===== config.mk =====
export PLATFORM = sky130hd
export DESIGN_NAME = tcc_top
export DESIGN_NICKNAME = d
export VERILOG_FILES = /design/src/verilog/tcc_pkg.sv /design/src/verilog/tcc_top.sv /design/src/verilog/tcc_channel.sv
export SDC_FILE = /design/constraint.sdc
export NUM_CORES = 1
export LEC_CHECK = 0
export BUFFER_PORTS_ARGS = -buffer_cell sky130_fd_sc_hd__clkbuf_2
export CAP_MARGIN = 5
export CORE_MARGIN = 5
export CORE_UTILIZATION = 54
export CTS_CLUSTER_DIAMETER = 80
export DETAILED_ROUTE_END_ITERATION = 8
export GPL_TIMING_DRIVEN = 0
export PLACE_DENSITY = 0.8
export RECOVER_POWER = 100
export SETUP_SLACK_MARGIN = 0.3
export SYNTH_ARGS = -nofsm -noshare
export SYNTH_HDL_FRONTEND = slang
export SYNTH_SLANG_ARGS = --single-unit

===== constraint.sdc =====
create_clock -name clk -period 3.4 [get_ports clk]
set_input_delay 0.34 -clock clk [delete_from_list [all_inputs] [get_ports clk]]
set_output_delay 0.34 -clock clk [all_outputs]
set_load 0.05 [all_outputs]

===== src/verilog/tcc_pkg.sv =====
// timer capture/compare channel pair: shared constants, mode type and decoders
// assumes an apb slave with 32-bit data, registers as bytes in the low lane
package tcc_pkg;
    localparam int        TCC_CNT_W      = 16;
    localparam int        TCC_BYTE_W     = 8;
    localparam int        TCC_NUM_CH     = 2;
    localparam int        TCC_ADDR_W     = 8;
    // register byte addresses, one aligned word each, channel 1 follows channel 0
    localparam logic [7:0] TCC_CTRL_OFF  = 8'h00;
    localparam logic [7:0] TCC_VALH_OFF  = 8'h04;
    localparam logic [7:0] TCC_VALL_OFF  = 8'h08;
    localparam logic [7:0] TCC_CH_STRIDE = 8'h0C;
    // control byte layout
    localparam int        TCC_B_FLAG     = 7;
    localparam int        TCC_B_IE       = 6;
    localparam int        TCC_B_BUF      = 5;
    localparam int        TCC_B_CMP      = 4;
    localparam int        TCC_B_ELH      = 3;
    localparam int        TCC_B_ELL      = 2;
    localparam int        TCC_B_TOV      = 1;
    localparam int        TCC_B_MAX      = 0;
    localparam logic [1:0] TCC_K_CTRL    = 2'h0;
    localparam logic [1:0] TCC_K_VALH    = 2'h1;
    localparam logic [1:0] TCC_K_VALL    = 2'h2;
    localparam logic [1:0] TCC_EL_OFF    = 2'h0;
    localparam logic [1:0] TCC_EL_TOGGLE = 2'h1;
    localparam logic [1:0] TCC_EL_CLEAR  = 2'h2;
    localparam logic [1:0] TCC_EL_SET    = 2'h3;
    localparam logic [7:0] TCC_CTRL_RST  = 8'h00;

    typedef enum logic [2:0] {
        TCC_PRESET  = 3'b001,
        TCC_CAPTURE = 3'b010,
        TCC_COMPARE = 3'b100
    } tcc_mode_type;

    function automatic tcc_mode_type tcc_decode_mode(input logic buf_sel, input logic cmp_sel,
                                                     input logic [1:0] els);
        tcc_mode_type m;
        if (buf_sel || cmp_sel)
            m = TCC_COMPARE;
        else if (els == TCC_EL_OFF)
            m = TCC_PRESET;
        else
            m = TCC_CAPTURE;
        return m;
    endfunction : tcc_decode_mode

    // returns {valid, channel, kind}
    function automatic logic [3:0] tcc_decode_addr(input logic [7:0] addr);
        logic [3:0] r;
        logic [7:0] rel;
        r = 4'h0;
        rel = (addr >= TCC_CH_STRIDE) ? 8'(addr - TCC_CH_STRIDE) : addr;
        if (addr < 8'(2 * TCC_CH_STRIDE))
        begin
            r[2] = (addr >= TCC_CH_STRIDE);
            if (rel == TCC_CTRL_OFF)
                r = {1'b1, r[2], TCC_K_CTRL};
            else if (rel == TCC_VALH_OFF)
                r = {1'b1, r[2], TCC_K_VALH};
            else if (rel == TCC_VALL_OFF)
                r = {1'b1, r[2], TCC_K_VALL};
        end
        return r;
    endfunction : tcc_decode_addr
endpackage : tcc_pkg


===== src/verilog/tcc_top.sv =====
// two-channel timer capture/compare block with apb register access
// assumes the shared counter, prescaler and modulo logic sit outside on clk,
// giving counter_value and a one-cycle counter_overflow pulse per period
// Functional notes
// - both edge/level bits zero: channel detached, pin left to general-purpose I/O
// - reset clears both edge/level bits of every channel
// - edge bits pick capture edge, or compare output action
// - decode: 01 rise, 10 fall, 11 both; compare 00 none, toggle, clear, set
// - channel 1 has no pin; its output and toggle reach nothing
// - compare mode with toggle-on-overflow inverts output at each overflow, except clear-on-compare with max duty (held high)
// - toggle-on-overflow ignored in capture; reset clears it
// - overflow action wins over a simultaneous compare match
// - toggle plus clear-on-compare plus max duty holds output high
// - max duty changes apply from the period after the write
// - clear-on-compare, no toggle, no max duty: output stays low
// - value register takes captured count or holds compare value
// - capture: reading high byte blocks captures until low byte read
// - compare: writing high byte blocks matches until low byte written
// - flag sets on event; cleared by read-with-flag then write 0
// - channel 0 buffered mode disables channel 1 control register
// - overflow pulse from the shared counter drives toggle and max duty
//
// Implementation choices: the APB interface to the registers and the placing of the registers.
module tcc_top
    import tcc_pkg::*;
#(
    parameter int CNT_W = tcc_pkg::TCC_CNT_W
)
(
    input  wire logic                         clk,
    input  wire logic                         reset,
    input  wire logic                         ce,
    input  wire logic                         psel,
    input  wire logic                         penable,
    input  wire logic                         pwrite,
    input  wire logic [tcc_pkg::TCC_ADDR_W-1:0] paddr,
    input  wire logic [31:0]                  pwdata,
    output logic [31:0]                       prdata,
    output logic                              pready,
    output logic                              pslverr,
    input  wire logic [CNT_W-1:0]             counter_value,
    input  wire logic                         counter_overflow,
    input  wire logic                         channel0_port_pin_in,
    output logic                              channel0_port_pin_out,
    output logic                              channel0_port_pin_oe,
    output logic [tcc_pkg::TCC_NUM_CH-1:0]    channel_irq
);
    import tcc_pkg::*;
    localparam int NC = TCC_NUM_CH;
    localparam int BW = TCC_BYTE_W;

    // apb and output flops
    logic             pready_q, pready_d, pslverr_q, pslverr_d;
    logic [31:0]      prdata_q, prdata_d;
    logic             pin_out_q, pin_out_d, pin_oe_q, pin_oe_d;
    logic [NC-1:0]    irq_q, irq_d;
    // pin synchroniser
    logic [2:0]       sync_q, sync_d;
    logic             stable_q, stable_d;
    // channel state
    logic [NC-1:0]    ie_q, ie_d, buf_q, buf_d, cmp_q, cmp_d, elh_q, elh_d, ell_q, ell_d;
    logic [NC-1:0]    tov_q, tov_d, max_q, max_d, flag_q, flag_d, arm_q, arm_d;
    logic [NC-1:0]    capblk_q, capblk_d, cmpblk_q, cmpblk_d;
    logic [CNT_W-1:0] value_q [NC], value_d [NC];
    logic             sel_q, sel_d, swap_q, swap_d;
    // decode and channel wires
    logic [3:0]       dec;
    logic             done, wr, rd;
    logic [NC-1:0]    cap_ev, cmp_ev, ch_out, ch_drive, ch_en;
    logic [CNT_W-1:0] cmp_val [NC];
    logic [NC-1:0]    cmp_inh;
    logic [BW-1:0]    rbyte;

    always_comb
    begin
        dec = tcc_decode_addr(paddr[TCC_ADDR_W-1:0]);
        done = psel && penable && pready_q;
        wr = done && pwrite && dec[3] && !pslverr_q;
        rd = done && !pwrite && dec[3] && !pslverr_q;
    end

    // channel 1 detaches while channel 0 runs buffered: its value word is the spare buffer
    assign ch_en[0] = 1'b1;
    assign ch_en[1] = !buf_q[0];

    assign cmp_val[0] = buf_q[0] ? value_q[sel_q] : value_q[0];
    assign cmp_inh[0] = buf_q[0] ? cmpblk_q[sel_q] : cmpblk_q[0];
    assign cmp_val[1] = value_q[1];
    assign cmp_inh[1] = cmpblk_q[1];

    genvar gi;
    generate
        for (gi = 0; gi < NC; gi++)
        begin : g_ch
            tcc_channel #(
                .CNT_W (CNT_W)
            ) u_ch (
                .clk             (clk),
                .reset           (reset),
                .ce              (ce),
                .buf_sel         (buf_q[gi] && ch_en[gi]),
                .cmp_sel         (cmp_q[gi] && ch_en[gi]),
                .els             ({elh_q[gi], ell_q[gi]} & {2{ch_en[gi]}}),
                .tov             (tov_q[gi]),
                .max_duty        (max_q[gi]),
                .pin_level       ((gi == 0) ? stable_q : 1'b0),
                .counter_value   (counter_value),
                .compare_value   (cmp_val[gi]),
                .overflow        (counter_overflow),
                .compare_inhibit (cmp_inh[gi]),
                .capture_inhibit (capblk_q[gi]),
                .capture_event   (cap_ev[gi]),
                .compare_event   (cmp_ev[gi]),
                .chan_out        (ch_out[gi]),
                .pin_drive       (ch_drive[gi])
            );
        end
    endgenerate

    always_comb
    begin
        sync_d = {sync_q[1:0], channel0_port_pin_in};
        // only the agreeing second and third stages move the stable level
        stable_d = (sync_q[1] == sync_q[2]) ? sync_q[2] : stable_q;
        pready_d = psel && penable && !pready_q;
        pslverr_d = pready_d && !dec[3];
        rbyte = '0;
        case (dec[1:0])
            TCC_K_CTRL: rbyte = {flag_q[dec[2]], ie_q[dec[2]], buf_q[dec[2]], cmp_q[dec[2]],
                                 elh_q[dec[2]], ell_q[dec[2]], tov_q[dec[2]], max_q[dec[2]]};
            TCC_K_VALH: rbyte = value_q[dec[2]][CNT_W-1 -: BW];
            TCC_K_VALL: rbyte = value_q[dec[2]][BW-1:0];
            default:    rbyte = '0;
        endcase
        prdata_d = (pready_d && !pwrite) ? {24'h000000, rbyte} : prdata_q;
        ie_d = ie_q; buf_d = buf_q; cmp_d = cmp_q; elh_d = elh_q; ell_d = ell_q;
        tov_d = tov_q; max_d = max_q; flag_d = flag_q; arm_d = arm_q;
        capblk_d = capblk_q; cmpblk_d = cmpblk_q;
        sel_d = sel_q; swap_d = swap_q;
        for (int i = 0; i < NC; i++)
        begin
            value_d[i] = value_q[i];
            if (cap_ev[i])
                value_d[i] = counter_value;
            if (rd && dec[2] == 1'(i))
            begin
                if (dec[1:0] == TCC_K_CTRL && prdata_q[TCC_B_FLAG])
                    arm_d[i] = 1'b1;
                if (dec[1:0] == TCC_K_VALH && !buf_q[i] && !cmp_q[i])
                    capblk_d[i] = 1'b1;
                if (dec[1:0] == TCC_K_VALL)
                    capblk_d[i] = 1'b0;
            end
            if (wr && dec[2] == 1'(i))
            begin
                case (dec[1:0])
                    TCC_K_CTRL:
                    begin
                        if (ch_en[i])
                        begin
                            ie_d[i] = pwdata[TCC_B_IE];
                            buf_d[i] = pwdata[TCC_B_BUF];
                            cmp_d[i] = pwdata[TCC_B_CMP];
                            elh_d[i] = pwdata[TCC_B_ELH];
                            ell_d[i] = pwdata[TCC_B_ELL];
                            tov_d[i] = pwdata[TCC_B_TOV];
                            max_d[i] = pwdata[TCC_B_MAX];
                            if (arm_q[i] && !pwdata[TCC_B_FLAG])
                                flag_d[i] = 1'b0;
                        end
                        arm_d[i] = 1'b0;
                    end
                    TCC_K_VALH:
                    begin
                        value_d[i][CNT_W-1 -: BW] = pwdata[BW-1:0];
                        if (buf_q[i] || cmp_q[i] || (i == 1 && buf_q[0]))
                            cmpblk_d[i] = 1'b1;
                    end
                    TCC_K_VALL:
                    begin
                        value_d[i][BW-1:0] = pwdata[BW-1:0];
                        cmpblk_d[i] = 1'b0;
                        if (buf_q[0] && 1'(i) != sel_q)
                            swap_d = 1'b1;
                    end
                    default:
                        value_d[i] = value_q[i];
                endcase
            end
            // an event during the clearing sequence wins and cancels the pending clear
            if (cap_ev[i] || cmp_ev[i])
            begin
                flag_d[i] = 1'b1;
                arm_d[i] = 1'b0;
            end
            irq_d[i] = flag_q[i] && ie_q[i];
        end
        if (counter_overflow && swap_q)
        begin
            sel_d = !sel_q;
            swap_d = 1'b0;
        end
        if (!buf_q[0])
        begin
            sel_d = 1'b0;
            swap_d = 1'b0;
        end
        pin_out_d = ch_out[0];
        pin_oe_d = ch_drive[0];
    end

    always_ff @(posedge clk)
    begin
        if (reset)
        begin
            pready_q <= 1'b0;
            pslverr_q <= 1'b0;
            prdata_q <= '0;
            pin_out_q <= 1'b0;
            pin_oe_q <= 1'b0;
            irq_q <= '0;
            sync_q <= '0;
            stable_q <= 1'b0;
            {ie_q, buf_q, cmp_q} <= '0;
            {elh_q, ell_q} <= '0;
            {tov_q, max_q} <= '0;
            {flag_q, arm_q, capblk_q, cmpblk_q} <= '0;
            sel_q <= 1'b0;
            swap_q <= 1'b0;
        end
        else if (ce)
        begin
            pready_q <= pready_d;
            pslverr_q <= pslverr_d;
            prdata_q <= prdata_d;
            pin_out_q <= pin_out_d;
            pin_oe_q <= pin_oe_d;
            irq_q <= irq_d;
            sync_q <= sync_d;
            stable_q <= stable_d;
            {ie_q, buf_q, cmp_q, elh_q, ell_q} <= {ie_d, buf_d, cmp_d, elh_d, ell_d};
            {tov_q, max_q, flag_q, arm_q} <= {tov_d, max_d, flag_d, arm_d};
            {capblk_q, cmpblk_q} <= {capblk_d, cmpblk_d};
            sel_q <= sel_d;
            swap_q <= swap_d;
        end
    end

    // value words are left without reset: their content after reset is undefined
    always_ff @(posedge clk)
    begin
        if (ce)
            value_q <= value_d;
    end

    assign prdata = prdata_q;
    assign pready = pready_q;
    assign pslverr = pslverr_q;
    assign channel0_port_pin_out = pin_out_q;
    assign channel0_port_pin_oe = pin_oe_q;
    assign channel_irq = irq_q;
endmodule : tcc_top


===== src/verilog/tcc_channel.sv =====
// one timer channel: mode decode, capture edge detect, compare match, output level
// assumes counter, overflow pulse and pin level are already in the clk domain
module tcc_channel
    import tcc_pkg::*;
#(
    parameter int CNT_W = tcc_pkg::TCC_CNT_W
)
(
    input  wire logic             clk,
    input  wire logic             reset,
    input  wire logic             ce,
    input  wire logic             buf_sel,
    input  wire logic             cmp_sel,
    input  wire logic [1:0]       els,
    input  wire logic             tov,
    input  wire logic             max_duty,
    input  wire logic             pin_level,
    input  wire logic [CNT_W-1:0] counter_value,
    input  wire logic [CNT_W-1:0] compare_value,
    input  wire logic             overflow,
    input  wire logic             compare_inhibit,
    input  wire logic             capture_inhibit,
    output logic                  capture_event,
    output logic                  compare_event,
    output logic                  chan_out,
    output logic                  pin_drive
);
    tcc_mode_type mode;
    logic         prev_q, prev_d;
    logic         out_q, out_d;
    logic         max_eff_q, max_eff_d;
    logic         rise, fall, force_high;

    always_comb
    begin
        mode = tcc_decode_mode(buf_sel, cmp_sel, els);
        rise = pin_level && !prev_q;
        fall = !pin_level && prev_q;
        capture_event = 1'b0;
        compare_event = 1'b0;
        prev_d = pin_level;
        max_eff_d = overflow ? max_duty : max_eff_q;
        force_high = max_eff_q && tov && (els == TCC_EL_CLEAR);
        out_d = out_q;
        case (mode)
            TCC_PRESET:
                out_d = !cmp_sel;
            TCC_CAPTURE:
            begin
                capture_event = !capture_inhibit && ((els[0] && rise) || (els[1] && fall));
            end
            TCC_COMPARE:
            begin
                compare_event = !compare_inhibit && (counter_value == compare_value);
                if (overflow && tov)
                    out_d = !out_q;
                else if (compare_event)
                begin
                    case (els)
                        TCC_EL_TOGGLE: out_d = !out_q;
                        TCC_EL_CLEAR:  out_d = 1'b0;
                        TCC_EL_SET:    out_d = 1'b1;
                        default:       out_d = out_q;
                    endcase
                end
                if (force_high)
                    out_d = 1'b1;
                else if ((els == TCC_EL_CLEAR) && !tov && !max_eff_q)
                    out_d = 1'b0;
            end
            default:
                out_d = out_q;
        endcase
    end

    always_ff @(posedge clk)
    begin
        if (reset)
        begin
            prev_q <= 1'b0;
            out_q <= 1'b0;
            max_eff_q <= 1'b0;
        end
        else if (ce)
        begin
            prev_q <= prev_d;
            out_q <= out_d;
            max_eff_q <= max_eff_d;
        end
    end

    assign chan_out = out_q;
    assign pin_drive = (els != TCC_EL_OFF) && (mode == TCC_COMPARE);
endmodule : tcc_channel


==> flow_metrics.env <==
export IMPL_crit_fanout=10
export IMPL_ys_ff_latch=76
export IMPL_slowest_delay_ns=0.71
export IMPL_nets=623
export IMPL_grt_max_degree=14
export IMPL_drtIter0Drc=414
export IMPL_drive_gt1_share_pct=14.6
export IMPL_grt_pass1_wl_um=19600
export IMPL_rows=32
export IMPL_place_hpwl_um=9680
export IMPL_worstSetupPathDepth=6
export IMPL_arrival_ns=3.07
export IMPL_antenna_found_initial=0
export IMPL_total_power_mw=1.89
export IMPL_critPathRequiredTime_ns=3.49
export IMPL_critical_path_class="register to register"
export IMPL_ys_seq_area_share_pct=42.0
export IMPL_power_density_nw_per_um2=377
export IMPL_numCtsBuffers=9
export IMPL_synth_avg_cell_area_um2=9.33
export IMPL_synth_distinct_cells=63
export IMPL_hold_viol=0
export IMPL_fin_crit_sh_pct=87.6
export IMPL_clk_pin_slew_worst_paths_ns=0.09
export IMPL_cts_tree="built"
export IMPL_synth_ff_type="dfxtp_1"
export IMPL_drc=0
export IMPL_end_kind="register"
export IMPL_core_um2=7810
export IMPL_synth_edff_count=32
export IMPL_port_buffers=53
export IMPL_synthArstFlopShare_pct=0
export IMPL_pre_cts_ws_ns=0.0134
export IMPL_synth_warnings=0
export IMPL_drt_first_pass_iters=5
export IMPL_synthToLayoutAreaGrowth_pct=14.5
export IMPL_start_util_pct=56.2
export IMPL_cts_setup_buffers=0
export IMPL_hold_start="channel0_port_pin_in"
export IMPL_die_w_um=100
export IMPL_vias=4132
export IMPL_final_cells=665
export IMPL_crit_family="buffers and inverters"
export IMPL_rsz0062_at_grt="no"
export IMPL_viasPerCell=6.21
export IMPL_worstMarginPinSlew_ns=1.10
export IMPL_r2r_cells=6
export IMPL_gr_usage_all_layers_pct=25.1
export IMPL_grt_overflow=0
export IMPL_min_to="sync_q[0]$_SDFFE_PP0P_"
export IMPL_leakagePower_nw=1.80
export IMPL_die_y_um=100
export IMPL_maxSlewViolCount=0
export IMPL_regToRegEndpoint="value_q[25]$_DFFE_PP_"
export IMPL_clkSinkCount=76
export IMPL_whs_ns=0.251
export IMPL_min_path_cells=3
export IMPL_fmax_mhz=336
export IMPL_finalCriticalPeriod_ns=2.98
export IMPL_vdd_drop_max_uv=205
export IMPL_gp_congestion=0.902
export IMPL_maxCapViolCount=0
export IMPL_dp_cells=649
export IMPL_detail_route_wl_per_cell_um=19.1
export IMPL_syn_inst=470
export IMPL_htree_levels=3
export IMPL_syn_area_um2=4390
export IMPL_worstReg2RegStart="ell_q[0]$_SDFFE_PP0P_"
export IMPL_slowest_stage="a2111oi_2"
export IMPL_cp_cell_sequence="nand3b_1, a2111oi_2, clkbuf_1, clkbuf_1, mux2i_1, a21oi_1"
export IMPL_cts_root_buf="clkbuf_8"
export IMPL_critical_path_buf_inv_count=2
export IMPL_slew_limit_headroom_pct=26.8
export IMPL_ios=102
export IMPL_setup_viol=0
export IMPL_post_cts_resized=0
export IMPL_ant_nets=0
export IMPL_r2r_slack_ns=0.42
export IMPL_drt_wl_total_um=12700
export IMPL_cp_common_cell="clkbuf_1"
export IMPL_hold_path_class="input port to register"
export IMPL_final_setup_worst_slack_ns=0.420
export IMPL_fill_cells=668
export IMPL_setup_tns_final_ns=0
export IMPL_hold_buffers=0
export IMPL_num_antenna_cells=0
export IMPL_fin_skew_ns=0.0173
export IMPL_clk_latency_ns=0.36
export IMPL_cp_start_kind="register"
export IMPL_status="finished clean"
export IMPL_dieArea_um2=10000
export IMPL_clockBufferDepth=2
export IMPL_grt_pass1_vias=3834
[synth_stat cells (3+ instances only)]
master,instances,area [µm²]
a211oi_1,7,52.6
a21o_1,4,30.0
a21oi_1,35,175
a222oi_1,6,60.1
a31oi_1,4,25.0
and2_1,10,62.6
and3_1,3,18.8
buf_4,24,180
clkbuf_1,21,78.8
dfxtp_1,44,881
edfxtp_1,32,961
inv_1,9,33.8
mux2i_1,30,300
nand2_1,22,82.6
nand2b_1,8,50.1
nand3_1,13,65.1
nand3b_1,3,22.5
nand4_1,6,37.5
nor2_1,53,199
nor3_1,10,50.1
nor4_1,4,25.0
o2111ai_1,8,70.1
o211ai_1,6,45.0
o21a_1,4,30.0
o21ai_0,19,95.1
o221a_2,3,33.8
o221ai_1,6,52.6
or2_2,3,18.8
or3_1,3,18.8
or4_1,3,22.5
xnor2_1,21,184
[logic make-up (layout without fill, tap and decap cells)]
logic type	after synthesis	count (layout)	share of synthesized area, %
muxes	30	30	6.85
DFF	76	76	42.0
adders and majority gates	1	1	0.285
AOI/OAI and AO/OA	133	133	22.3
other	1	24	0.0855
xor gates and xnor gates	22	22	4.39
and+or+nand+nor	151	151	17.2
buffers and inverters	56	126	6.85
[cells in the final DEF (no fill, tap or decap), types with 21 or more instances in the layout]
master,count
nor2_1,51
clkbuf_1,48
dfxtp_1,44
a21oi_1,35
edfxtp_1,32
mux2i_1,30
clkbuf_2,29
buf_4,24
conb_1,24
nand2_1,22
xnor2_1,21
[power by group]
part	internal, mW	switching [mW]
combinational	0.0822	0.170
clock	0.326	0.332
sequential	0.967	0.0156
[routing by layer]
metal  wire length [µm]  vias to the layer above  track usage (%)
li1                   -                     1899                -
met1               5180                     1929             32.6
met2               5800                      259             40.8
met3               1230                       45             4.31
met4                477                        0             11.6
met5                  0                        -                0
[worst reg2reg max path, stage by stage, from the launching register on]
cell and delay (ns):
dfxtp_1 0.44, nand3b_1 0.13, a2111oi_2 0.71, clkbuf_1 0.42, clkbuf_1 0.67, mux2i_1 0.28, a21oi_1 0.09
[per-stage QoR]
step | cell area (µm²) | util, %
final | 5020 | 64.3
after global routing | 5020 | 64.3
after CTS | 5060 | 64.8
after detailed placement | 4870 | 62.4
after global placement | 4870 | 62.3
after floorplan | 4470 | -
[flip-flops by register name, summed over array words and instances (netlist names), 2 cells and up]
signal / cells
cmp_val: 16
ell_q: 2
cmpblk_q: 2
channel_irq: 2
arm_q: 2
tov_q: 2
prdata: 8
flag_q: 2
ie_q: 2
sync_q: 3
value_q: 16
elh_q: 2
cmp_q: 2
max_q: 2
buf_q: 2
[cell type report]
class / instances / area, µm² / share of cell area, %
clock inverters: 4 / 22.5 / 0.449
inverters: 9 / 33.8 / 0.673
flip-flops and latches: 76 / 1840 / 36.7
clock buffers: 12 / 166 / 3.31
well taps: 102 / 128 / 2.54
plain buffers: 47 / 267 / 5.31
multi-input cells: 361 / 2320 / 46.3
repair buffers: 54 / 239 / 4.76
[how the worst max path moves through the flow]
stage                          startpoint               endpoint  slack (ns)
floorplan                        paddr[3]   cmp_val[0]$_DFFE_PP_        0.70
global route        ell_q[0]$_SDFFE_PP0P_  value_q[30]$_DFFE_PP_        0.28
CTS                              paddr[3]  cmp_val[14]$_DFFE_PP_        0.40
finish              ell_q[0]$_SDFFE_PP0P_  value_q[25]$_DFFE_PP_        0.42
global placement                 paddr[3]  cmp_val[10]$_DFFE_PP_        0.12
detailed placement               paddr[3]  cmp_val[10]$_DFFE_PP_        0.01
Power figures use the tool's default switching activity.
